**config.mk**
```make
export PLATFORM = sky130hd
export DESIGN_NAME = adcpo_core
export DESIGN_NICKNAME = d
export VERILOG_FILES = /design/src/pkg/adcpo_pkg.sv /design/src/core/adcpo_core.sv
export VERILOG_INCLUDE_DIRS = /design/src /design/src/pkg
export SDC_FILE = /design/constraint.sdc
export NUM_CORES = 1
export LEC_CHECK = 0
export ABC_AREA = 1
export BUFFER_PORTS_ARGS = -buffer_cell sky130_fd_sc_hd__buf_2
export CAP_MARGIN = 10
export CORE_MARGIN = 2
export CORE_UTILIZATION = 52
export CTS_CLUSTER_SIZE = 40
export DETAILED_ROUTE_END_ITERATION = 12
export HOLD_SLACK_MARGIN = 0.1
export MAX_ROUTING_LAYER = met4
export PLACE_DENSITY = 0.74
export SKIP_CTS_REPAIR_TIMING = 1
export SLEW_MARGIN = 20
export SYNTH_ARGS = -nofsm -noshare
export SYNTH_HDL_FRONTEND = slang
export SYNTH_SLANG_ARGS = --single-unit
```
**constraint.sdc**
```tcl
create_clock -name clk -period 4.64 [get_ports clk]
set_input_delay 0.928 -clock clk [delete_from_list [all_inputs] [get_ports clk]]
set_output_delay 0.928 -clock clk [all_outputs]
set_load 0.01 [all_outputs]
```
**src/pkg/adcpo_params.svh**
```systemverilog
// Purpose: Offsets, field positions, reset values and counts of the ADC output control
// Assumes: APB byte addresses, one aligned 32-bit word per register
// Notes:   Definitions only
`ifndef ADCPO_PARAMS_SVH
`define ADCPO_PARAMS_SVH

// ----------------------------------------------------------------
// Register offsets
// ----------------------------------------------------------------
`define ADCPO_CTRL_OFS     12'h000
`define ADCPO_STATUS_OFS   12'h004
`define ADCPO_SAMPLE_OFS   12'h008

// ----------------------------------------------------------------
// Control field positions and reset value
// ----------------------------------------------------------------
`define ADCPO_CTRL_FMT_BIT  0
`define ADCPO_CTRL_OEN_BIT  1
`define ADCPO_CTRL_DCS_BIT  2
`define ADCPO_CTRL_FPD_BIT  3
`define ADCPO_CTRL_PPD_BIT  4
`define ADCPO_CTRL_WIDTH    5
`define ADCPO_CTRL_RESET    5'h00

// ----------------------------------------------------------------
// Status field positions (bit 0 is write-one-to-clear)
// ----------------------------------------------------------------
`define ADCPO_STAT_DUTY_BIT 0
`define ADCPO_STAT_OVR_BIT  1
`define ADCPO_STAT_PWR_LSB  2

// ----------------------------------------------------------------
// Conversion timing
// ----------------------------------------------------------------
`define ADCPO_WORD_BITS     12
`define ADCPO_LATENCY       5
`define ADCPO_DUTY_MIN_PCT  17'd35
`define ADCPO_DUTY_MAX_PCT  17'd65
`define ADCPO_PCT_SCALE     17'd100

`endif

```
**src/pkg/adcpo_pkg.sv**
```systemverilog
// Purpose: Types shared by the ADC output control
// Assumes: Constants come from adcpo_params.svh
// Notes:   Types only
package adcpo_pkg;

  typedef logic [11:0] adcpo_word_t;

  typedef enum logic [1:0] {
    ADCPO_RUN,
    ADCPO_QUASI_DOWN,
    ADCPO_FULL_DOWN
  } adcpo_pwr_t;

endpackage : adcpo_pkg

```
**src/core/adcpo_core.sv**
```systemverilog
// Purpose: Sampling pipeline, output coding, three-state and power control of a 12-bit ADC
// Assumes: All inputs synchronous to clk; convert clock sampled as a level
// Notes:   Control pins are held in an APB control register
`timescale 1ns/1ps
`include "adcpo_params.svh"

module adcpo_core (
  input  wire logic        clk,               // 25 MHz system clock
  input  wire logic        reset_n,           // Synchronous reset, active low
  input  wire logic        convert_clk_in,    // Convert clock, sampled level
  input  wire logic [11:0] quantizer_code,    // Raw offset-binary quantizer result
  input  wire logic        quantizer_over,    // Quantizer saw input beyond full scale
  input  wire logic        psel,              // APB select
  input  wire logic        penable,           // APB enable
  input  wire logic        pwrite,            // APB direction
  input  wire logic [11:0] paddr,             // APB byte address
  input  wire logic [31:0] pwdata,            // APB write data
  output logic      [31:0] prdata,            // APB read data
  output logic             pready,            // APB ready
  output logic             pslverr,           // APB error on unmapped address
  output logic      [11:0] sample_data,       // Data bus value, sample_bit_top is bit 11
  output logic             sample_data_oe,    // High while the data bus is driven
  output logic             over_range_flag,   // Over-range of the word on the bus
  output logic             dcs_clock          // Regenerated 50% convert clock
);

  localparam int LAT = `ADCPO_LATENCY;

  // ----------------------------------------------------------------
  // Helpers
  // ----------------------------------------------------------------
  function automatic logic [1:0] reg_sel(input logic [11:0] a);
    unique case (a)
      `ADCPO_CTRL_OFS:   reg_sel = 2'h1;
      `ADCPO_STATUS_OFS: reg_sel = 2'h2;
      `ADCPO_SAMPLE_OFS: reg_sel = 2'h3;
      default:           reg_sel = 2'h0;
    endcase
  endfunction : reg_sel

  function automatic adcpo_pkg::adcpo_word_t code_fmt(input adcpo_pkg::adcpo_word_t w,
                                                      input logic twos);
    code_fmt = {w[11] ^ twos, w[10:0]};
  endfunction : code_fmt

  logic [`ADCPO_CTRL_WIDTH-1:0] ctrl_q;
  logic                         conv_prev_q;
  logic                         launch;
  logic                         fmt_twos, oe_n, dcs_on, full_pd, part_pd;
  adcpo_pkg::adcpo_pwr_t        pwr_q;
  adcpo_pkg::adcpo_word_t       pipe_q [LAT];
  logic [LAT-1:0]               pipe_ovr_q;
  logic [LAT-1:0]               pipe_v_q;
  logic                         out_load;
  logic [7:0]                   hi_cnt_q, lo_cnt_q;
  logic [16:0]                  period;
  logic                         duty_bad, duty_err_q;
  logic                         apb_acc, apb_wr;
  logic [1:0]                   sel;

  assign fmt_twos = ctrl_q[`ADCPO_CTRL_FMT_BIT];
  assign oe_n     = ctrl_q[`ADCPO_CTRL_OEN_BIT];
  assign dcs_on   = ctrl_q[`ADCPO_CTRL_DCS_BIT];
  assign full_pd  = ctrl_q[`ADCPO_CTRL_FPD_BIT];
  assign part_pd  = ctrl_q[`ADCPO_CTRL_PPD_BIT];
  assign launch   = convert_clk_in & ~conv_prev_q;
  assign out_load = launch & (pwr_q == adcpo_pkg::ADCPO_RUN) & pipe_v_q[LAT-1];
  assign sel      = reg_sel(paddr);
  assign apb_acc  = psel & penable & pready;
  assign apb_wr   = apb_acc & pwrite & (sel != 2'h0);

  // ----------------------------------------------------------------
  // APB slave: one wait state, answer registered
  // ----------------------------------------------------------------
  always_ff @(posedge clk)
  begin
    if (!reset_n)
    begin
      pready  <= 1'b0;
      pslverr <= 1'b0;
      prdata  <= 32'h00000000;
    end
    else
    begin
      pready  <= psel & penable & ~pready;
      pslverr <= psel & penable & ~pready & (sel == 2'h0);
      prdata  <= 32'h00000000;
      if (psel & penable & ~pready & ~pwrite)
      begin
        unique case (sel)
          2'h1: prdata <= {27'h0, ctrl_q};
          2'h2: prdata <= {28'h0, 2'(pwr_q), over_range_flag, duty_err_q};
          2'h3: prdata <= {20'h0, sample_data};
          default: prdata <= 32'h00000000;
        endcase
      end
    end
  end

  // Reset value keeps the enable low, standing in for the pin pull-down
  always_ff @(posedge clk)
  begin
    if (!reset_n)
      ctrl_q <= `ADCPO_CTRL_RESET;
    else if (apb_wr && sel == 2'h1)
      ctrl_q <= pwdata[`ADCPO_CTRL_WIDTH-1:0];
  end

  // ----------------------------------------------------------------
  // Power state; full power-down outranks the partial one
  // ----------------------------------------------------------------
  always_ff @(posedge clk)
  begin
    if (!reset_n)
      pwr_q <= adcpo_pkg::ADCPO_RUN;
    else if (full_pd)
      pwr_q <= adcpo_pkg::ADCPO_FULL_DOWN;
    else if (part_pd)
      pwr_q <= adcpo_pkg::ADCPO_QUASI_DOWN;
    else
      pwr_q <= adcpo_pkg::ADCPO_RUN;
  end

  // ----------------------------------------------------------------
  // Conversion pipeline
  // ----------------------------------------------------------------
  always_ff @(posedge clk)
  begin
    if (!reset_n)
      conv_prev_q <= 1'b0;
    else
      conv_prev_q <= convert_clk_in;
  end

  // Quasi power-down freezes the pipe, standard power-down empties it
  genvar gi;
  generate
    for (gi = 0; gi < LAT; gi++)
    begin : g_stage
      adcpo_pkg::adcpo_word_t src_w;
      logic                   src_ovr;
      logic                   src_v;
      // Head stage takes the quantizer, the others take the stage below
      if (gi == 0)
      begin : g_head
        assign src_w   = quantizer_code;
        assign src_ovr = quantizer_over;
        assign src_v   = 1'b1;
      end
      else
      begin : g_tail
        assign src_w   = pipe_q[gi-1];
        assign src_ovr = pipe_ovr_q[gi-1];
        assign src_v   = pipe_v_q[gi-1];
      end
      always_ff @(posedge clk)
      begin
        if (!reset_n || pwr_q == adcpo_pkg::ADCPO_FULL_DOWN)
        begin
          pipe_q[gi]     <= 12'h000;
          pipe_ovr_q[gi] <= 1'b0;
          pipe_v_q[gi]   <= 1'b0;
        end
        else if (launch && pwr_q == adcpo_pkg::ADCPO_RUN)
        begin
          pipe_q[gi]     <= src_w;
          pipe_ovr_q[gi] <= src_ovr;
          pipe_v_q[gi]   <= src_v;
        end
      end
    end
  endgenerate

  // ----------------------------------------------------------------
  // Output word, flag and three-state
  // ----------------------------------------------------------------
  always_ff @(posedge clk)
  begin
    if (!reset_n)
    begin
      sample_data     <= 12'h000;
      over_range_flag <= 1'b0;
    end
    else if (pwr_q == adcpo_pkg::ADCPO_FULL_DOWN)
    begin
      sample_data     <= 12'h000;
      over_range_flag <= 1'b0;
    end
    else if (out_load)
    begin
      sample_data     <= code_fmt(pipe_q[LAT-1], fmt_twos);
      over_range_flag <= pipe_ovr_q[LAT-1];
    end
  end

  always_ff @(posedge clk)
  begin
    if (!reset_n)
      sample_data_oe <= 1'b1;
    else
      sample_data_oe <= ~oe_n;
  end

  // ----------------------------------------------------------------
  // Duty-cycle stabilizer: measures high and low time of the convert
  // clock and regenerates an even half-period square wave
  // ----------------------------------------------------------------
  // The launch cycle is the last low cycle of the period just ended
  assign period   = 17'(hi_cnt_q) + 17'(lo_cnt_q) + 17'h00001;
  assign duty_bad = (17'(hi_cnt_q) * `ADCPO_PCT_SCALE < `ADCPO_DUTY_MIN_PCT * period) ||
                    (17'(hi_cnt_q) * `ADCPO_PCT_SCALE > `ADCPO_DUTY_MAX_PCT * period);

  // Counters saturate, so very slow convert clocks are judged on the first 255 cycles of each phase
  always_ff @(posedge clk)
  begin
    if (!reset_n || launch)
    begin
      hi_cnt_q <= 8'h00;
      lo_cnt_q <= 8'h00;
    end
    else if (conv_prev_q && hi_cnt_q != 8'hFF)
      hi_cnt_q <= hi_cnt_q + 8'h01;
    else if (!conv_prev_q && lo_cnt_q != 8'hFF)
      lo_cnt_q <= lo_cnt_q + 8'h01;
  end

  // Sticky; a new violation wins over a clear in the same cycle
  always_ff @(posedge clk)
  begin
    if (!reset_n)
      duty_err_q <= 1'b0;
    else if (launch && dcs_on && period != 17'h0 && duty_bad)
      duty_err_q <= 1'b1;
    else if (apb_wr && sel == 2'h2 && pwdata[`ADCPO_STAT_DUTY_BIT])
      duty_err_q <= 1'b0;
  end

  // Regenerated clock: rises on launch, falls after half the measured period
  logic [7:0] half_cnt_q;
  always_ff @(posedge clk)
  begin
    if (!reset_n)
    begin
      dcs_clock  <= 1'b0;
      half_cnt_q <= 8'h00;
    end
    else if (!dcs_on)
    begin
      dcs_clock  <= conv_prev_q;
      half_cnt_q <= 8'h00;
    end
    else if (launch)
    begin
      dcs_clock  <= 1'b1;
      half_cnt_q <= period[8:1];
    end
    else if (half_cnt_q > 8'h01)
      half_cnt_q <= half_cnt_q - 8'h01;
    else
    begin
      half_cnt_q <= 8'h00;
      dcs_clock  <= 1'b0;
    end
  end

  // ----------------------------------------------------------------
  // Checks
  // ----------------------------------------------------------------
  chk_launch_capture: assert property (@(posedge clk) disable iff (!reset_n)
    launch && pwr_q == adcpo_pkg::ADCPO_RUN && !full_pd |=> pipe_v_q[0]
      && pipe_q[0] == $past(quantizer_code))
    else $error("launch did not capture the quantizer word");

  chk_format_code: assert property (@(posedge clk) disable iff (!reset_n)
    out_load && !full_pd |=> sample_data[11] == ($past(pipe_q[LAT-1][11]) ^ $past(fmt_twos))
      && sample_data[10:0] == $past(pipe_q[LAT-1][10:0]))
    else $error("output coding does not follow format select");

  chk_oe_follow: assert property (@(posedge clk) disable iff (!reset_n)
    $changed(oe_n) |=> ##1 sample_data_oe == !$past(oe_n, 2))
    else $error("bus enable does not follow output enable");

  chk_oe_default: assert property (@(posedge clk)
    $rose(reset_n) |-> sample_data_oe && !oe_n)
    else $error("bus not driven after reset");

  chk_duty_only_dcs: assert property (@(posedge clk) disable iff (!reset_n)
    $rose(duty_err_q) |-> $past(dcs_on) && $past(launch))
    else $error("duty error raised with stabilizer off");

  chk_full_down: assert property (@(posedge clk) disable iff (!reset_n)
    full_pd ##1 full_pd |=> pipe_v_q == '0 && sample_data == 12'h000)
    else $error("standard power-down left data in the pipe");

  chk_quasi_hold: assert property (@(posedge clk) disable iff (!reset_n)
    pwr_q == adcpo_pkg::ADCPO_QUASI_DOWN && !full_pd |=> $stable(sample_data)
      && $stable(pipe_v_q))
    else $error("quasi power-down let the pipe move");

  chk_ovr_align: assert property (@(posedge clk) disable iff (!reset_n)
    out_load && !full_pd |=> over_range_flag == $past(pipe_ovr_q[LAT-1]))
    else $error("over-range flag not aligned with its word");

  chk_apb_wait: assert property (@(posedge clk) disable iff (!reset_n)
    psel && penable && !pready |=> pready ##1 !pready)
    else $error("APB answer not one wait state");

endmodule : adcpo_core

```
==> metrics.txt <==
result of the run finished, violations left; violated checks setup timing; Die Span Y 129 um; worst relative slew slack 52.0%; Max-cap violations 0; detailed-route DRC error count 0; Final WS setup -95.1 ps; final clock skew 10.6 ps; TritonCTS clock tree built; max incr delay on CP 500 ps; count of input and output buffers 64; worst setup slack for register-to-register paths -100 ps; antenna viol nets, final 0; Tot GR Track Use 19.9%; Post-synth EDFFs 60; Die Area 0.0166 mm^2; final total negative setup slack -95.1 ps; Fmax 211 MHz; final period utilization 102%; met2 global-route usage 32.2%; Post-Route WL 16500 um; Mapped Cells 960; post-CTS clock slew at the launch and capture registers of the worst setup and hold paths 60 ps; met3 global-route usage 3.99%; Yosys warning count 0; clock latency on the worst-skew pair 410 ps; sequential standard cell area 0.00325 mm^2; synthesized cell area 0.00810 mm^2; placeable core region 0.0152 mm^2; final count of negative-setup-slack endpoints 1; post-synthesis async set-or-reset flop share 0%; total power consumption of the routed design 2.80 mW; Antenna diodes 0; family with the most delay on the worst path adder cells; std cell rows 45; final hold violation count 0; Worst Hold Class reg2reg; crit start category flip-flop; pin slew with the least headroom to its limit 719 ps; count of buffering cells on the critical path with inverters included 3; count of final max-slew check failures 0; Net Sw Frac 23.5%; count of vias placed by the detailed router 6343; leakage power of the design 4.83 nW; via count of the first global-routing pass 5635; maximum number of pins on one net before global-route repair 69; horizontal die dimension 129 um; Tmin final 4740 ps; Internal Pwr Total 2.14 mW; number of ports placed on the die boundary 112; Root Buffer Master sky130_fd_sc_hd__clkbuf_16; sequential power share 45.5%; final weighted congestion in routability-driven placement 0.900; H-tree depth 4; Avg Synthesized Cell Area 8.44 um^2; cell mode on critical path sky130_fd_sc_hd__nand2_1; post-detailed-route wirelength per cell 12.8 um; Starting Density 53.3%; part of the power in the clock network 46.0%; layout cell share with drive strength beyond 1 20.5%; clock buffer count from CTS 17; share of the core filled with cells in the final layout 64.5%; Post-synth top flop sky130_fd_sc_hd__dfxtp_1; number of nets in the final layout 1259; setup repair after global routing missed its margin yes; Setup CP Type reg2reg; Unique masters post-synth 49; proportion of synthesized chip area in sequential cells 40.0%; Critical Path End Type flip-flop; net switching power figure 658 uW; antenna violations before repair 0; Post-DP HPWL 11800 um; Worst Path Max Fanout 4; power per cell area 285 mW/mm^2; Cell Count, Final, Fillers Out 1287; wire length of the first global-routing pass 25500 um; data required time of the worst path 4940 ps; global-route congestion overflow total 0; clock sink total 132; layer with the highest usage met2; Worst EP arrival 5030 ps; area growth from synthesis to final layout 21.1%; First DRT Iteration DRCs 377; fill cell count 1221; dpl cells 1246; met1 track demand over resource in global routing 25.6%; area used by multi-input combinational logic 0.00420 mm^2; router iterations before antenna repair 6; maximum resistive drop on vdd 246 uV; Worst path slowest cell sky130_fd_sc_hd__fa_1; number of buffers between clock root and the deepest sink 2; via-per-instance ratio 4.93; combinational fraction of design power 8.5%; Place WS -197 ps; total of flip-flops plus latches after synthesis 132
[flip-flops by register name (all words and copies together) (netlist names), 2 cells and up]
| name | count |
|---|---|
| sample_data | 12 |
| pwr_q | 2 |
| hi_cnt_q | 8 |
| g_stage.src_v | 4 |
| g_stage.src_ovr | 4 |
| ctrl_q | 5 |
| lo_cnt_q | 8 |
| prdata | 12 |
| half_cnt_q | 8 |
| pipe_q | 60 |
[cells by family after synthesis]
group,Yosys count,share of synthesized area (%)
other cells,1,0.0463
xor+xnor,32,3.55
fa+ha+maj,110,17.9
compound gates,138,9.45
simple gates,303,16.6
buf+inv,244,12.4
flops,132,40.0
[metal layers]
metal | wire, um | vias up
li1 | - | 3286
met1 | 7500 | 2899
met2 | 8070 | 138
met3 | 729 | 20
met4 | 165 | 0
met5 | 0 | -
[cells in the final DEF, fill, tap and decap left out, types with 5 or more instances in the layout]
| cell type | count |
|---|---|
| sky130_fd_sc_hd__a21oi_1 | 68 |
| sky130_fd_sc_hd__a21oi_2 | 5 |
| sky130_fd_sc_hd__buf_2 | 64 |
| sky130_fd_sc_hd__buf_4 | 55 |
| sky130_fd_sc_hd__clkbuf_16 | 18 |
| sky130_fd_sc_hd__conb_1 | 20 |
| sky130_fd_sc_hd__dfxtp_1 | 70 |
| sky130_fd_sc_hd__edfxtp_1 | 60 |
| sky130_fd_sc_hd__fa_1 | 9 |
| sky130_fd_sc_hd__ha_1 | 83 |
| sky130_fd_sc_hd__ha_4 | 14 |
| sky130_fd_sc_hd__inv_1 | 201 |
| sky130_fd_sc_hd__inv_2 | 10 |
| sky130_fd_sc_hd__nand2_1 | 115 |
| sky130_fd_sc_hd__nand2_2 | 9 |
| sky130_fd_sc_hd__nand2_4 | 5 |
| sky130_fd_sc_hd__nand3_1 | 26 |
| sky130_fd_sc_hd__nand3_2 | 6 |
| sky130_fd_sc_hd__nand4_1 | 11 |
| sky130_fd_sc_hd__nor2_1 | 100 |
| sky130_fd_sc_hd__nor3_1 | 13 |
| sky130_fd_sc_hd__o21ai_0 | 39 |
| sky130_fd_sc_hd__o22ai_1 | 7 |
| sky130_fd_sc_hd__xnor2_1 | 11 |
| sky130_fd_sc_hd__xor2_1 | 19 |
[cell usage after synthesis (all sizes together), types with 2 or more instances]
library cell / instances / area share (%)
a21oi: 73 / 4.6
buf: 26 / 2.3
clkbuf: 7 / 0.32
dfxtp: 72 / 18
edfxtp: 60 / 22
fa: 10 / 2.5
ha: 100 / 15
inv: 211 / 9.8
nand2: 129 / 6.3
nand3: 32 / 2.2
nand3b: 2 / 0.19
nand4: 12 / 1.0
nor2: 102 / 4.8
nor3: 18 / 1.4
nor4: 2 / 0.34
o211ai: 4 / 0.37
o21ai: 42 / 2.6
o21bai: 3 / 0.42
o221ai: 3 / 0.40
o22ai: 7 / 0.54
or2: 5 / 0.42
xnor2: 11 / 1.2
xor2: 21 / 2.4
[path summary, 6_finish.rpt]
check | cells past startpoint | from | end
setup reg to reg | 28 | lo_cnt_q[0] | duty_err_q
hold reg to reg | 1 | ctrl_q[1] | sample_data_oe
hold / removal | 1 | ctrl_q[1] | sample_data_oe
setup / recovery | 28 | lo_cnt_q[0] | duty_err_q
[power groups by stage]
| stage | clock network (mW) | logic [mW] | registers (mW) |
|---|---|---|---|
| after global placement | 0 | 0.213 | 1.30 |
| after detailed placement | 0 | 0.220 | 1.30 |
| after CTS | 1.31 | 0.223 | 1.28 |
| final | 1.29 | 0.237 | 1.27 |
| after global routing | 1.37 | 0.269 | 1.28 |
| after floorplan | 0 | 0.156 | 1.30 |
[worst register-to-register path, delay by kind of cell (launching register included)]
kind            cells  cell delay [ps]
fa+ha+maj           6             1750
simple gates       12             1370
compound gates      5              550
buf+inv             3              210
flops               1              330
xor+xnor            2              400
[stage by stage]
stage | cell area, um^2 | hold WS, ps
detailed placement | 8880 | 398
global placement | 8880 | 389
global route | 9810 | 431
finish | 9810 | 411
CTS | 9470 | 414
floorplan | 8170 | 371
[layout make-up]
| class | count | share of cell area, % |
|---|---|---|
| Inverter | 211 | 8.07 |
| Clock inverter | 12 | 1.20 |
| Multi-Input combinational cell | 603 | 42.8 |
| Tap cell | 188 | 2.40 |
| Sequential cell | 132 | 33.1 |
| Timing Repair Buffer | 121 | 7.70 |
| Clock buffer | 20 | 4.77 |
Power figures use the tool's default switching activity.
